**config.mk**
```make
export PLATFORM = sky130hd
export DESIGN_NAME = cgc_core
export DESIGN_NICKNAME = d
export VERILOG_FILES = /design/src/core/cgc_pkg.sv /design/src/core/cgc_core.sv /design/src/core/cgc_divider.sv
export SDC_FILE = /design/constraint.sdc
export NUM_CORES = 1
export LEC_CHECK = 0
export BUFFER_PORTS_ARGS = -buffer_cell sky130_fd_sc_hd__buf_2
export CORE_MARGIN = 2
export CORE_UTILIZATION = 60
export CTS_BUF_LIST = sky130_fd_sc_hd__clkbuf_4
export DETAILED_ROUTE_END_ITERATION = 12
export HOLD_SLACK_MARGIN = 0.05
export PLACE_DENSITY = 0.83
export SLEW_MARGIN = 15
export SYNTH_ARGS = -nofsm -noshare
export SYNTH_HDL_FRONTEND = slang
export SYNTH_HIERARCHICAL = 1
export SYNTH_SLANG_ARGS = --single-unit
```
**constraint.sdc**
```tcl
create_clock -name clk_sys_in -period 3.8 [get_ports clk_sys_in]
set_clock_uncertainty 0.1 [all_clocks]
set_input_delay 1.14 -clock clk_sys_in [delete_from_list [all_inputs] [get_ports clk_sys_in]]
set_output_delay 1.14 -clock clk_sys_in [all_outputs]
set_load 0.03 [all_outputs]
```
**src/core/cgc_pkg.sv**
```systemverilog
package cgc_pkg;

	// ****************************************
	// bus and register map
	// ****************************************
	localparam int ADDR_W = 8;
	localparam int DATA_W = 32;
	localparam logic [7:0] OFS_SYS_CTRL   = 8'h00; // system_clock_control
	localparam logic [7:0] OFS_PLL_CTRL   = 8'h04;
	localparam logic [7:0] OFS_HSOSC_CTRL = 8'h08;
	localparam logic [7:0] OFS_PIN_CTRL   = 8'h0c;
	localparam logic [7:0] OFS_MAIN_WAIT  = 8'h10; // main_osc_wait_control
	localparam logic [7:0] OFS_SUB_WAIT   = 8'h14; // sub_osc_wait_control
	localparam logic [7:0] OFS_STATUS     = 8'h18;
	localparam logic [7:0] OFS_MASK       = 8'h1c;
	localparam logic [7:0] OFS_STATE      = 8'h20;

	// ****************************************
	// field positions
	// ****************************************
	localparam int SYS_ADC0_LSB  = 0;  // adc0_clock_divider_select, 3 bits
	localparam int SYS_ADC1_LSB  = 4;  // adc1_clock_divider_select, 3 bits
	localparam int SYS_SRC_LSB   = 8;  // clock source, 3 bits
	localparam int PLL_DIV_LSB   = 0;  // pre-divider code, 2 bits
	localparam int PLL_SRC_BIT   = 4;  // pll_source_select
	localparam int PLL_MUL_LSB   = 8;  // multiplier, 6 bits
	localparam int HS_STOP_BIT   = 0;  // oscillator power off
	localparam int HS_FREQ_LSB   = 4;  // frequency code, 2 bits
	localparam int PIN_BUS_HIGH  = 0;
	localparam int PIN_BUS_HALF  = 1;
	localparam int PIN_SD_HIGH   = 2;
	localparam int PIN_DET_EN    = 3;
	localparam int PIN_HIZ_EN    = 4;
	localparam int PIN_RELEASE   = 7;  // write one: leave the forced fallback
	localparam int WAIT_W        = 8;
	localparam int NUM_EVT       = 4;
	localparam int EVT_STOP      = 0;
	localparam int EVT_LINK      = 1;
	localparam int EVT_SWITCH    = 2;
	localparam int EVT_CFG_ERR   = 3;

	// ****************************************
	// legal settings and reset values
	// ****************************************
	localparam logic [1:0] DIV_BY_1  = 2'h0;
	localparam logic [1:0] DIV_BY_3  = 2'h2; // last legal pre-divider code
	localparam logic [5:0] MULT_MIN  = 6'h0a;
	localparam logic [5:0] MULT_MAX  = 6'h1e;
	localparam logic [1:0] HS_16MHZ  = 2'h0;
	localparam logic [1:0] HS_20MHZ  = 2'h2; // 2'h1 selects 18 MHz
	localparam logic [2:0] RST_ADC   = 3'h0;
	localparam logic [7:0] RST_WAIT  = 8'hff;
	localparam logic [4:0] RST_PINS  = 5'h1d; // pins high, detect and hiz on

	// ****************************************
	// timing
	// ****************************************
	localparam int CLK_PERIOD_NS   = 100;
	localparam int STOP_TIME_NS    = 5000; // silence that counts as a stop
	localparam int STOP_CYCLES     = (STOP_TIME_NS + CLK_PERIOD_NS - 1) / CLK_PERIOD_NS;
	localparam logic [7:0] STOP_LIMIT = 8'(STOP_CYCLES);

	// ****************************************
	// types
	// ****************************************
	typedef enum logic [2:0] {
		SRC_LOSC = 3'h0, // low_speed_onchip_osc
		SRC_HOSC = 3'h1, // high_speed_onchip_osc
		SRC_MAIN = 3'h2,
		SRC_SUB  = 3'h3,
		SRC_PLL  = 3'h4
	} cgc_src_type;

	typedef enum logic [1:0] {
		ST_RUN  = 2'h0,
		ST_PARK = 2'h1,
		ST_WAIT = 2'h3
	} cgc_state_type;

endpackage

```
**src/core/cgc_core.sv**
```systemverilog
// Our own choices: the placing of the registers and the address-and-strobe port.
`timescale 1ns/100ps
module cgc_core (
	// clock and reset
	input  wire logic        clk_sys_in,
	input  wire logic        srst_in,
	// register port
	input  wire logic [7:0]  reg_addr_in,
	input  wire logic [31:0] reg_wdata_in,
	input  wire logic        reg_wr_in,
	input  wire logic        reg_rd_in,
	output logic [31:0]      reg_rdata_out,
	// oscillator ticks, one per half period
	input  wire logic        losc_tick_in,
	input  wire logic        hosc_tick_in,
	input  wire logic        main_tick_in,
	input  wire logic        sub_tick_in,
	input  wire logic        pll_tick_in,
	// event link
	input  wire logic        evt_switch_in,
	output logic             evt_stop_out,
	// oscillator and pll control
	output logic             pll_source_select_out,
	output logic [1:0]       pll_prediv_out,
	output logic [5:0]       pll_mult_out,
	output logic [1:0]       hosc_freq_out,
	output logic             hosc_power_on_out,
	// derived clocks and pins
	output logic             system_clock_out,
	output logic             adc0_conversion_clock_out,
	output logic             adc1_conversion_clock_out,
	output logic             bus_clock_pin_out,
	output logic             sdram_clock_pin_out,
	output logic             timer_hiz_out,
	output logic             irq_out
);

	// ****************************************
	// configuration registers
	// ****************************************
	logic [2:0]               adc0_clock_divider_select;
	logic [2:0]               adc1_clock_divider_select;
	cgc_pkg::cgc_src_type     sw_src;
	logic [4:0]               pin_cfg;
	logic [7:0]               main_osc_wait_select;
	logic [7:0]               sub_osc_wait_select;
	logic [3:0]               evt_status;
	logic [3:0]               evt_mask;
	logic                     forced;
	logic [7:0]               silence;
	logic                     stop_level;
	cgc_pkg::cgc_state_type   state;
	cgc_pkg::cgc_src_type     src_cur;
	cgc_pkg::cgc_src_type     src_tgt;
	logic [7:0]               stab_count;
	logic                     sys_clk;
	logic                     sys_half;

	// ****************************************
	// register decode
	// ****************************************
	wire wr_sys   = reg_wr_in && (reg_addr_in == cgc_pkg::OFS_SYS_CTRL);
	wire wr_pll   = reg_wr_in && (reg_addr_in == cgc_pkg::OFS_PLL_CTRL);
	wire wr_hs    = reg_wr_in && (reg_addr_in == cgc_pkg::OFS_HSOSC_CTRL);
	wire wr_pin   = reg_wr_in && (reg_addr_in == cgc_pkg::OFS_PIN_CTRL);
	wire wr_mwait = reg_wr_in && (reg_addr_in == cgc_pkg::OFS_MAIN_WAIT);
	wire wr_swait = reg_wr_in && (reg_addr_in == cgc_pkg::OFS_SUB_WAIT);
	wire wr_mask  = reg_wr_in && (reg_addr_in == cgc_pkg::OFS_MASK);
	wire rd_stat  = reg_rd_in && (reg_addr_in == cgc_pkg::OFS_STATUS);

	wire [2:0] w_src  = reg_wdata_in[cgc_pkg::SYS_SRC_LSB +: 3];
	wire [1:0] w_div  = reg_wdata_in[cgc_pkg::PLL_DIV_LSB +: 2];
	wire [5:0] w_mul  = reg_wdata_in[cgc_pkg::PLL_MUL_LSB +: 6];
	wire [1:0] w_freq = reg_wdata_in[cgc_pkg::HS_FREQ_LSB +: 2];
	wire src_ok  = (w_src <= 3'(cgc_pkg::SRC_PLL));
	wire div_ok  = (w_div <= cgc_pkg::DIV_BY_3);
	wire mul_ok  = (w_mul >= cgc_pkg::MULT_MIN) && (w_mul <= cgc_pkg::MULT_MAX);
	wire freq_ok = (w_freq <= cgc_pkg::HS_20MHZ);
	wire cfg_err = (wr_sys && !src_ok) || (wr_pll && !(div_ok && mul_ok))
	             || (wr_hs && !freq_ok);

	// tick of a given source
	function automatic logic src_tick(input cgc_pkg::cgc_src_type s);
		case (s)
			cgc_pkg::SRC_LOSC: src_tick = losc_tick_in;
			cgc_pkg::SRC_HOSC: src_tick = hosc_tick_in;
			cgc_pkg::SRC_MAIN: src_tick = main_tick_in;
			cgc_pkg::SRC_SUB:  src_tick = sub_tick_in;
			cgc_pkg::SRC_PLL:  src_tick = pll_tick_in;
			default:           src_tick = 1'b0;
		endcase
	endfunction

	// settle count a source needs before it is engaged
	function automatic logic [7:0] src_wait(input cgc_pkg::cgc_src_type s);
		case (s)
			cgc_pkg::SRC_MAIN: src_wait = main_osc_wait_select;
			cgc_pkg::SRC_SUB:  src_wait = sub_osc_wait_select;
			default:           src_wait = 8'h00;
		endcase
	endfunction

	// software configuration; illegal codes leave the old value
	always_ff @(posedge clk_sys_in) begin
		if (srst_in) begin
			adc0_clock_divider_select <= cgc_pkg::RST_ADC;
			adc1_clock_divider_select <= cgc_pkg::RST_ADC;
			sw_src                    <= cgc_pkg::SRC_LOSC;
			pll_source_select_out     <= 1'b0;
			pll_prediv_out            <= cgc_pkg::DIV_BY_1;
			pll_mult_out              <= cgc_pkg::MULT_MIN;
			hosc_freq_out             <= cgc_pkg::HS_16MHZ;
			hosc_power_on_out         <= 1'b1;
			pin_cfg                   <= cgc_pkg::RST_PINS;
			main_osc_wait_select      <= cgc_pkg::RST_WAIT;
			sub_osc_wait_select       <= cgc_pkg::RST_WAIT;
			evt_mask                  <= 4'h0;
		end else begin
			if (wr_sys) begin
				adc0_clock_divider_select <= reg_wdata_in[cgc_pkg::SYS_ADC0_LSB +: 3];
				adc1_clock_divider_select <= reg_wdata_in[cgc_pkg::SYS_ADC1_LSB +: 3];
			end
			if (wr_sys && src_ok)
				sw_src <= cgc_pkg::cgc_src_type'(w_src);
			if (wr_pll && div_ok && mul_ok) begin
				pll_source_select_out <= reg_wdata_in[cgc_pkg::PLL_SRC_BIT];
				pll_prediv_out        <= w_div;
				pll_mult_out          <= w_mul;
			end
			if (wr_hs && freq_ok)
				hosc_freq_out <= w_freq;
			if (wr_hs)
				hosc_power_on_out <= ~reg_wdata_in[cgc_pkg::HS_STOP_BIT];
			if (wr_pin)
				pin_cfg <= reg_wdata_in[4:0];
			if (wr_mwait)
				main_osc_wait_select <= reg_wdata_in[7:0];
			if (wr_swait)
				sub_osc_wait_select <= reg_wdata_in[7:0];
			if (wr_mask)
				evt_mask <= reg_wdata_in[3:0];
		end
	end

	// ****************************************
	// stop detection and fallback
	// ****************************************
	wire det_en    = pin_cfg[cgc_pkg::PIN_DET_EN];
	wire stop_rise = det_en && !stop_level && (silence == cgc_pkg::STOP_LIMIT - 8'h01)
	               && !main_tick_in;
	wire release_w = wr_pin && reg_wdata_in[cgc_pkg::PIN_RELEASE];

	// silence counts cycles without a main tick
	always_ff @(posedge clk_sys_in) begin
		if (srst_in) begin
			silence    <= 8'h00;
			stop_level <= 1'b0;
		end else if (main_tick_in || !det_en) begin
			silence    <= 8'h00;
			stop_level <= 1'b0;
		end else if (silence != cgc_pkg::STOP_LIMIT - 8'h01) begin
			silence    <= 8'(silence + 8'h01);
		end else begin
			stop_level <= 1'b1;
		end
	end

	// a new request wins over the software release
	always_ff @(posedge clk_sys_in) begin
		if (srst_in) begin
			forced        <= 1'b0;
			evt_stop_out  <= 1'b0;
			timer_hiz_out <= 1'b0;
		end else begin
			evt_stop_out <= stop_rise;
			if (stop_rise || evt_switch_in)
				forced <= 1'b1;
			else if (release_w)
				forced <= 1'b0;
			if (stop_rise && pin_cfg[cgc_pkg::PIN_HIZ_EN])
				timer_hiz_out <= 1'b1;
			else if (release_w)
				timer_hiz_out <= 1'b0;
		end
	end

	// ****************************************
	// glitch-free source switch
	// ****************************************
	cgc_pkg::cgc_src_type src_req;
	assign src_req = forced ? cgc_pkg::SRC_LOSC : sw_src;
	wire cur_tick  = src_tick(src_cur);
	wire tgt_tick  = src_tick(src_tgt);
	wire engage    = (state == cgc_pkg::ST_WAIT) && (src_req == src_tgt) && tgt_tick
	               && (stab_count >= src_wait(src_tgt));
	// a stopped main source never ticks again, so its park is cut short
	wire cur_dead  = stop_level && (src_cur == cgc_pkg::SRC_MAIN);
	wire sys_tick  = ((state == cgc_pkg::ST_RUN) && cur_tick)
	               || ((state == cgc_pkg::ST_PARK) && (cur_tick || cur_dead) && sys_clk)
	               || engage;

	// the clock is parked low before the new source takes it up
	always_ff @(posedge clk_sys_in) begin
		if (srst_in) begin
			state      <= cgc_pkg::ST_RUN;
			src_cur    <= cgc_pkg::SRC_LOSC;
			src_tgt    <= cgc_pkg::SRC_LOSC;
			stab_count <= 8'h00;
		end else begin
			case (state)
				cgc_pkg::ST_RUN: begin
					if (src_req != src_cur) begin
						state   <= cgc_pkg::ST_PARK;
						src_tgt <= src_req;
					end
				end
				cgc_pkg::ST_PARK: begin
					stab_count <= 8'h00;
					if (!sys_clk || cur_tick || cur_dead)
						state <= cgc_pkg::ST_WAIT;
				end
				cgc_pkg::ST_WAIT: begin
					if (src_req != src_tgt) begin
						src_tgt    <= src_req;
						stab_count <= 8'h00;
					end else if (engage) begin
						src_cur <= src_tgt;
						state   <= cgc_pkg::ST_RUN;
					end else if (tgt_tick && stab_count != 8'hff) begin
						stab_count <= 8'(stab_count + 8'h01);
					end
				end
				default: state <= cgc_pkg::ST_RUN;
			endcase
		end
	end

	// system clock toggles once per accepted tick
	always_ff @(posedge clk_sys_in) begin
		if (srst_in)
			sys_clk <= 1'b0;
		else if (sys_tick)
			sys_clk <= ~sys_clk;
	end

	// ****************************************
	// derived clocks and pins
	// ****************************************
	cgc_divider u_adc0 (
		.clk_sys_in (clk_sys_in),
		.srst_in    (srst_in),
		.tick_in    (sys_tick),
		.sel_in     (adc0_clock_divider_select),
		.clk_out    (adc0_conversion_clock_out)
	);
	cgc_divider u_adc1 (
		.clk_sys_in (clk_sys_in),
		.srst_in    (srst_in),
		.tick_in    (sys_tick),
		.sel_in     (adc1_clock_divider_select),
		.clk_out    (adc1_conversion_clock_out)
	);
	cgc_divider u_half (
		.clk_sys_in (clk_sys_in),
		.srst_in    (srst_in),
		.tick_in    (sys_tick),
		.sel_in     (3'h1),
		.clk_out    (sys_half)
	);

	wire next_bus = pin_cfg[cgc_pkg::PIN_BUS_HIGH] ? 1'b1
	              : (pin_cfg[cgc_pkg::PIN_BUS_HALF] ? sys_half : sys_clk);
	wire next_sd  = pin_cfg[cgc_pkg::PIN_SD_HIGH] ? 1'b1 : sys_clk;

	// pin outputs retimed so every output leaves a flip-flop
	always_ff @(posedge clk_sys_in) begin
		if (srst_in) begin
			system_clock_out    <= 1'b0;
			bus_clock_pin_out   <= 1'b1;
			sdram_clock_pin_out <= 1'b1;
		end else begin
			system_clock_out    <= sys_clk;
			bus_clock_pin_out   <= next_bus;
			sdram_clock_pin_out <= next_sd;
		end
	end

	// ****************************************
	// status, interrupt and read data
	// ****************************************
	wire [3:0] evt_set;
	assign evt_set[cgc_pkg::EVT_STOP]    = stop_rise;
	assign evt_set[cgc_pkg::EVT_LINK]    = evt_switch_in;
	assign evt_set[cgc_pkg::EVT_SWITCH]  = engage;
	assign evt_set[cgc_pkg::EVT_CFG_ERR] = cfg_err;

	wire [31:0] rd_mux =
		(reg_addr_in == cgc_pkg::OFS_SYS_CTRL)   ? {21'h0, 3'(sw_src), 1'b0,
		                                             adc1_clock_divider_select, 1'b0,
		                                             adc0_clock_divider_select} :
		(reg_addr_in == cgc_pkg::OFS_PLL_CTRL)   ? {18'h0, pll_mult_out, 3'h0,
		                                             pll_source_select_out, 2'h0,
		                                             pll_prediv_out} :
		(reg_addr_in == cgc_pkg::OFS_HSOSC_CTRL) ? {26'h0, hosc_freq_out, 3'h0,
		                                             ~hosc_power_on_out} :
		(reg_addr_in == cgc_pkg::OFS_PIN_CTRL)   ? {27'h0, pin_cfg} :
		(reg_addr_in == cgc_pkg::OFS_MAIN_WAIT)  ? {24'h0, main_osc_wait_select} :
		(reg_addr_in == cgc_pkg::OFS_SUB_WAIT)   ? {24'h0, sub_osc_wait_select} :
		(reg_addr_in == cgc_pkg::OFS_STATUS)     ? {28'h0, evt_status} :
		(reg_addr_in == cgc_pkg::OFS_MASK)       ? {28'h0, evt_mask} :
		(reg_addr_in == cgc_pkg::OFS_STATE)      ? {24'h0, timer_hiz_out, 2'(state),
		                                             stop_level, forced, 3'(src_cur)} :
		32'h0;

	// sticky bits: a set in the clearing read cycle survives
	always_ff @(posedge clk_sys_in) begin
		if (srst_in) begin
			evt_status    <= 4'h0;
			reg_rdata_out <= 32'h0;
			irq_out       <= 1'b0;
		end else begin
			evt_status    <= (rd_stat ? 4'h0 : evt_status) | evt_set;
			reg_rdata_out <= reg_rd_in ? rd_mux : 32'h0;
			irq_out       <= |(((rd_stat ? 4'h0 : evt_status) | evt_set) & evt_mask);
		end
	end
endmodule

```
**src/core/cgc_divider.sv**
```systemverilog
`timescale 1ns/100ps
module cgc_divider (
	// clock and reset
	input  wire logic       clk_sys_in,
	input  wire logic       srst_in,
	// one tick per source half period
	input  wire logic       tick_in,
	input  wire logic [2:0] sel_in,
	// divided clock
	output logic            clk_out
);

	logic [6:0] count;
	wire  [6:0] last_count = 7'((8'h01 << sel_in) - 8'h01);
	wire        wrap       = tick_in && (count >= last_count);

	// output half period is two to the power of sel ticks
	always_ff @(posedge clk_sys_in) begin
		if (srst_in) begin
			count   <= 7'h00;
			clk_out <= 1'b0;
		end else if (wrap) begin
			count   <= 7'h00;
			clk_out <= ~clk_out;
		end else if (tick_in) begin
			count   <= 7'(count + 7'h01);
		end
	end

endmodule

```
==> reports/results.md, run 1 <==
| Metric | Value | Unit |
| --- | --- | --- |
| Outcome | finished clean | - |
| Routed length per placed instance | 16.4 | um |
| # rows | 39 | - |
| Port Buf Inserts | 65 | - |
| Die Y-Extent | 112 | um |
| Achievable frequency | 0.301 | GHz |
| Type of the setup path with the least slack | reg -> reg | - |
| Endpoints failing hold | 0 | - |
| Clock network latency to the later pin of the worst-skew pair | 0.54 | ns |
| Antenna diode count | 0 | - |
| Proportion of synthesized chip area in sequential cells | 0.345 | - |
| Number of vias per cell | 5.95 | - |
| Iter 0 DRT Violations | 573 | - |
| Area grow syn2layout | 9.64 | % |
| Share of cells above drive strength 1 | 0.170 | - |
| Number of flops mapped to enable cells by yosys | 0 | - |
| Chain of cells forming the critical path | mux2_2, nand2_1, ha_1, o2111ai_1, o21ai_2, nand2_1, or3_1, nand2_1, buf_12, nand4_1, o311ai_4, nor2_1 | - |
| Antenna violation net count after detailed routing | 0 | - |
| Gate family responsible for the most delay along the worst path | simple AND/OR/NAND/NOR gates | - |
| Highest ir drop seen on vdd | 0.290 | mV |
| Syn avg cell area | 8.55 | um2 |
| FF+latch count, synth | 121 | - |
| Largest cells by area after synthesis | dfxtp_1 (34%), ha_1 (6.8%), nand2_1 (5.7%) | - |
| Cell at the root of the clock tree | clkbuf_4 | - |
| Post-Synth Simple-Gate Area | 0.259 | - |
| Hold path depth | 1 | - |
| Critical path arrival | 3.64 | ns |
| Tightest Pin Transition | 0.579 | ns |
| Max incr delay on CP | 0.58 | ns |
| Floorplan die area | 12600 | um2 |
| DRC violation count after routing | 0 | - |
| Final-report setup violation count | 0 | - |
| RR Startpoint | src_tgt[0] | - |
| Initial standard-cell utilization of the core | 0.615 | - |
| Final layout net count | 983 | - |
| Async set-or-reset flop fraction in the synthesized netlist | 0 | - |
| Placed instance area | 7440 | um2 |
| Hold path endpoint | pll_mult_out[5] | - |
| Wire length of the first global-routing pass | 28300 | um |
| Launch point of the worst hold path | pll_mult_out[5] | - |
| Area leader, netlist | dfxtp_1 | - |
| Net Sw Power | 0.689 | mW |
| Setup TNS | 0 | ns |
| Path class of the lowest-slack min-delay path | reg -> reg | - |
| WP buf/inv | 1 | - |
| Synthesized-area fraction occupied by xor and xnor cells | 0.0449 | - |
| Yosys top cell area share | 0.345 | - |
| Slack of the worst reg-to-reg path | 0.48 | ns |
| Worst Reg-to-Reg Cells | 12 | - |
| Number of buffers created by CTS | 17 | - |
| Total via count after detailed routing | 6255 | - |
| Rel. slew slack | 0.614 | - |
| Number of global-route vias before repair | 5798 | - |
| CTS Buffer Depth | 2 | - |
| Critical Path Sink Type | register | - |
| Core footprint | 11400 | um2 |
| Post-CTS Setup Inserts | 0 | - |
| Post-Syn Instances | 821 | - |
| Post-route design area | 7700 | um2 |
| Data required time at the worst endpoint | 4.12 | ns |
| Fraction of power consumed by combinational cells | 0.100 | - |
| GRT Residual Overflow | 0 | - |
| Power Internal | 1.69 | mW |
| Count of max-cap constraint violations | 0 | - |
| Dominant synthesized flop cell | dfxtp_1 | - |
| Antenna violations before repair | 0 | - |
| Number of iterations in the first detailed-routing pass | 5 | - |
| Setup repair after global routing missed its margin | false | - |
| Area of the multi-input gates | 4320 | um2 |
| Part of the power in the clock network | 0.352 | - |
| Final critical delay including setup and external delays | 3.32 | ns |
| Clock-pin slew of the registers on the worst-case setup and hold paths | 0.11 | ns |
| Netlist area before placement | 7020 | um2 |
| Most frequent cell on the critical path | nand2_1 | - |
| Synth unique cells | 74 | - |
| Leakage power summed over all cells | 3.12 | nW |
| Half-perimeter wire length of the detailed placement result | 12600 | um |
| Horizontal extent of the die | 112 | um |
| Dominant combinational cell family by area after synthesis | simple AND/OR/NAND/NOR gates | - |
| Fill cell total of the finished layout | 977 | - |
| Maximum number of pins on one net before global-route repair | 38 | - |
| Global-route usage over all layers | 0.278 | - |
| Share of the clock period used by the worst path after layout | 0.874 | - |
| Max H-tree Level | 4 | - |
| Proportion of power drawn by flip-flops and latches | 0.549 | - |
| Switching power as a share of total power | 0.290 | - |
| PwrDens | 309 | nW/um2 |
| Final Wtd Congestion | 0.971 | - |
| Proportion of synthesized area in mux cells | 0.0609 | - |
| FF/Latch Area | 2420 | um2 |
| Power Total | 2.38 | mW |
| I/O pin cnt | 102 | - |
| Critical register-to-register path endpoint | u_adc1/count[0] | - |
| Critical path's slowest cell | dfxtp_2 | - |
| Max Slew Vio Count | 0 | - |
| Yosys Warn Count | 6 | - |
| CTS tree | yes | - |
| Total wirelength of the detailed-routed design | 17200 | um |
| Compound-cell area share of the yosys netlist | 0.164 | - |
| Critical Path Source Type | register | - |
| Largest driver fanout on the critical path | 27 | - |
| Clock sink count | 121 | - |
| Adder and majority gate portion of the synthesized area | 0.0677 | - |
## cell families (layout without fill, tap and decap cells)
family          count (synthesis)  in the layout
simple gates                  357            357
compound gates                149            149
flops                         121            121
buf+inv                        77            130
mux                            41             41
fa+ha+maj                      38             38
xor+xnor                       36             36
other cells                     2             36
## worst max-delay path by stage
stage | start | end | slack, ns | cells past startpoint
after CTS | src_tgt[0] | u_adc1/count[2] | 0.25 | 12
after global placement | src_tgt[0] | u_adc0/count[1] | 0.34 | 12
after floorplan | src_tgt[0] | u_adc0/count[0] | 0.51 | 14
final | src_tgt[0] | u_adc1/count[0] | 0.48 | 12
after global routing | src_tgt[1] | u_adc1/count[1] | 0.19 | 12
after detailed placement | src_tgt[0] | u_adc1/count[4] | 0.29 | 12
## cell type report
class	instances	area share
Clock buffer	17	0.0166
Clock inverter	15	0.0169
Inverter	18	0.00878
Multi-Input combinational cell	657	0.561
Sequential cell	121	0.315
Tap cell	143	0.0232
Timing Repair Buffer	80	0.0585
## Yosys cell counts (all sizes together) (5+ instances only)
cell type	number
a21o	5
clkbuf	21
nand3b	11
nand2b	9
o2111ai	5
o21a	6
dfxtp	121
a2111oi	5
nand4	15
nor2	93
and3	14
inv	18
nor3	17
nor2b	7
a31oi	13
ha	38
or3b	7
a211oi	6
o21ai	23
xor2	17
a22oi	8
mux2i	27
a21oi	42
o211ai	5
o22ai	5
nand3	46
mux2	14
buf	38
or3	6
xnor2	19
and2	6
nand2	106
## stage by stage
step	setup slack, ns	utilization	instances	hold slack (ns)
after floorplan	0.509	-	855	0.335
after global placement	0.337	0.652	1019	0.363
after detailed placement	0.293	0.652	1019	0.371
after CTS	0.246	0.674	1051	0.395
after global routing	0.188	0.674	1051	0.421
final	0.479	0.674	1051	0.395
## metal layers
metal / wire length [um] / up-vias / track usage
met3: 1030 / 42 / 0.0610
met5: 0 / - / 0
li1: - / 3038 / -
met1: 7310 / 2931 / 0.351
met4: 571 / 0 / 0.122
met2: 8290 / 244 / 0.459
## repair_timing
action | 4_1_cts | 5_1_grt
hold buffers | 0 | 0
setup endpoints to repair | 0 | 1
endpoints found under the hold margin | 0 | 0
resized for setup | 0 | 1
## cells in the final DEF (no fill, tap or decap), types with 5 or more instances in the layout
cell type,netlist,final
a211oi_1,6,6
o21ai_0,21,21
clkbuf_4,0,17
buf_4,23,14
nand3_1,43,43
nor2b_1,6,6
mux2_2,13,13
o211ai_1,5,5
xor2_1,17,17
a21o_1,5,5
or3_1,6,6
conb_1,2,36
or3b_1,7,7
xnor2_1,19,19
nand3b_1,10,10
a21oi_1,41,41
nor3_1,16,16
a31oi_1,13,13
nand2_1,106,106
nor2_1,89,89
inv_1,17,17
o22ai_1,5,5
dfxtp_1,121,120
clkinvlp_4,0,5
ha_1,38,38
mux2i_1,27,27
a2111oi_4,5,5
nand4_1,15,15
nand2b_1,6,6
o2111ai_1,5,5
buf_2,13,65
and3_1,14,14
a22oi_1,8,8
## registers in the layout, summed over array words and instances, names as in the netlist, 2 cells and up
signal	count
adc0_clock_divider_select	3
adc1_clock_divider_select	3
evt_mask	4
evt_status	4
hosc_freq_out	2
main_osc_wait_select	8
pin_cfg	5
pll_mult_out	6
pll_prediv_out	2
reg_rdata_out	14
silence	8
src_cur	3
src_tgt	3
stab_count	8
state	2
sub_osc_wait_select	8
sw_src	3
u_adc0/count	7
u_adc1/count	7
u_half/count	7
## power groups by stage
stage          Sequential, mW  Combinational, mW  Clock, mW
2_1_floorplan            1.33              0.175          0
3_3_place_gp             1.33              0.226          0
3_5_place_dp             1.33              0.231          0
4_1_cts                  1.30              0.232      0.858
5_1_grt                  1.31              0.256      0.919
6_report                 1.30              0.237      0.836
Power figures use the tool's default switching activity.
==> run 2, diff against run 1 <==
--- a/config.mk
+++ b/config.mk
@@ -11,7 +11,7 @@
 export CTS_BUF_LIST = sky130_fd_sc_hd__clkbuf_4
 export DETAILED_ROUTE_END_ITERATION = 12
 export HOLD_SLACK_MARGIN = 0.05
-export PLACE_DENSITY = 0.83
+export PLACE_DENSITY = 0.87
 export SLEW_MARGIN = 15
 export SYNTH_ARGS = -nofsm -noshare
 export SYNTH_HDL_FRONTEND = slang
==> reports/results.md, run 2 (synthesized netlist as in run 1, its figures left out) <==
| Metric | Value | Unit |
| --- | --- | --- |
| Outcome | finished clean | - |
| Share of cells above drive strength 1 | 0.164 | - |
| Critical path arrival | 3.88 | ns |
| Endpoints failing hold | 0 | - |
| Tightest Pin Transition | 0.742 | ns |
| Number of global-route vias before repair | 5862 | - |
| Share of the clock period used by the worst path after layout | 0.936 | - |
| Wire length of the first global-routing pass | 28100 | um |
| Type of the setup path with the least slack | reg -> reg | - |
| Critical Path Source Type | register | - |
| Antenna violations before repair | 0 | - |
| Register containing the most flip-flops in the final layout | reg_rdata_out | - |
| Number of iterations in the first detailed-routing pass | 6 | - |
| Area grow syn2layout | 9.78 | % |
| GRT Residual Overflow | 0 | - |
| Half-perimeter wire length of the detailed placement result | 12400 | um |
| Most common cell after layout, fill and taps aside | dfxtp_1 | - |
| Highest ir drop seen on vdd | 0.300 | mV |
| Number of buffers added to fix hold violations after cts | 0 | - |
| Launch point of the worst hold path | pin_cfg[0] | - |
| Worst Reg-to-Reg Cells | 12 | - |
| Number of vias per cell | 5.92 | - |
| Total wirelength of the detailed-routed design | 16900 | um |
| Setup repair after global routing missed its margin | false | - |
| Clock-pin slew of the registers on the worst-case setup and hold paths | 0.10 | ns |
| Final-report setup violation count | 0 | - |
| Antenna violation net count after detailed routing | 0 | - |
| Initial standard-cell utilization of the core | 0.615 | - |
| Max Slew Vio Count | 0 | - |
| Data required time at the worst endpoint | 4.12 | ns |
| Port Buf Inserts | 65 | - |
| Final Wtd Congestion | 0.986 | - |
| # rows | 39 | - |
| Number of buffers created by CTS | 17 | - |
| Fill cell total of the finished layout | 965 | - |
| PwrDens | 324 | nW/um2 |
| Max H-tree Level | 4 | - |
| Hold path depth | 2 | - |
| Final Util | 0.675 | - |
| CTS tree | yes | - |
| Non-filler instance count after layout | 1048 | - |
| FF/Latch Area | 2420 | um2 |
| Count of max-cap constraint violations | 0 | - |
| CTS Buffer Depth | 2 | - |
| Critical Path Sink Type | register | - |
| Most frequent cells in the layout | dfxtp_1 (121), nand2_1 (106), nor2_1 (89) | - |
| Iter 0 DRT Violations | 535 | - |
| Clock sink count | 121 | - |
| I/O pin cnt | 102 | - |
| Hold path endpoint | bus_clock_pin_out | - |
| Cell at the root of the clock tree | clkbuf_4 | - |
| Setup TNS | 0 | ns |
| Horizontal extent of the die | 112 | um |
| Floorplan die area | 12600 | um2 |
| Post-CTS Setup Inserts | 0 | - |
| Max FFs per register | 14 | - |
| Placed instance area | 7420 | um2 |
| Core footprint | 11400 | um2 |
| Leakage power summed over all cells | 3.13 | nW |
| Path class of the lowest-slack min-delay path | reg -> reg | - |
| # resized after CTS | 0 | - |
| Total via count after detailed routing | 6202 | - |
| RR Startpoint | src_tgt[0] | - |
| Maximum number of pins on one net before global-route repair | 44 | - |
| Largest driver fanout on the critical path | 27 | - |
| Final layout net count | 980 | - |
| Clock network latency to the later pin of the worst-skew pair | 0.55 | ns |
| Total instance count after detailed placement | 1016 | - |
| Global-route usage over all layers | 0.275 | - |
| Post-route design area | 7710 | um2 |
| Final critical delay including setup and external delays | 3.55 | ns |
| Power Total | 2.50 | mW |
| Die Y-Extent | 112 | um |
| Slack of the worst reg-to-reg path | 0.25 | ns |
| Achievable frequency | 0.281 | GHz |
| Antenna diode count | 0 | - |
| Critical register-to-register path endpoint | u_adc0/count[0] | - |
| Area of the multi-input gates | 4320 | um2 |
| Rel. slew slack | 0.502 | - |
| DRC violation count after routing | 0 | - |
| Routed length per placed instance | 16.2 | um |
run 2: cell count changes in the layout (fill, tap and decap cells not counted), sizes merged:
cell	change
clkbuf	+5
buf	-3
clkinv	-3
clkinvlp	-3
bufinv	+2
inv	-1
run 2: per-stage QoR:
stage | setup slack, ns | hold WS (ns)
finish | 0.245 | 0.388
detailed placement | 0.273 | 0.364
global placement | 0.405 | 0.358
CTS | 0.243 | 0.384
floorplan | 0.509 | 0.335
global route | 0.0593 | 0.414
run 2: layout make-up:
cell class	instances	share of cell area
clock inverters	10	0.0164
well taps	143	0.0232
multi-input cells	657	0.560
repair buffers	77	0.0555
inverters	18	0.00876
flip-flops and latches	121	0.314
clock buffers	22	0.0214
run 2: layer usage:
layer | vias to the layer above | routed length [um] | GRT usage
met3 | 42 | 1280 | 0.0702
met2 | 257 | 8090 | 0.454
met4 | 0 | 475 | 0.107
met5 | - | 0 | 0
met1 | 2877 | 7110 | 0.348
li1 | 3026 | - | -
run 2: worst max-delay path, cell delays in order (launching register included):
cell,delay (ns)
dfxtp_1,0.78
mux2_2,0.29
nand2_1,0.05
ha_1,0.34
o2111ai_1,0.14
o21ai_2,0.22
nand2_1,0.10
or3_1,0.40
nand2_1,0.12
buf_12,0.19
nand4_1,0.15
o311ai_4,0.42
nor2_1,0.11
run 2: power breakdown:
| part | switching [mW] | internal (mW) |
|---|---|---|
| Sequential | 0.0198 | 1.28 |
| Combinational | 0.153 | 0.0819 |
| Clock | 0.478 | 0.484 |
| Total | 0.651 | 1.85 |
run 2: how the worst max path moves through the flow:
stage | end | start | slack (ns) | cells past startpoint
after detailed placement | u_adc1/count[6] | src_tgt[0] | 0.27 | 12
after floorplan | u_adc0/count[0] | src_tgt[0] | 0.51 | 14
after global routing | u_adc1/count[6] | src_tgt[0] | 0.06 | 12
final | u_adc0/count[0] | src_tgt[0] | 0.25 | 12
after global placement | u_adc1/count[6] | src_tgt[0] | 0.41 | 12
after CTS | u_adc1/count[6] | src_tgt[0] | 0.24 | 12
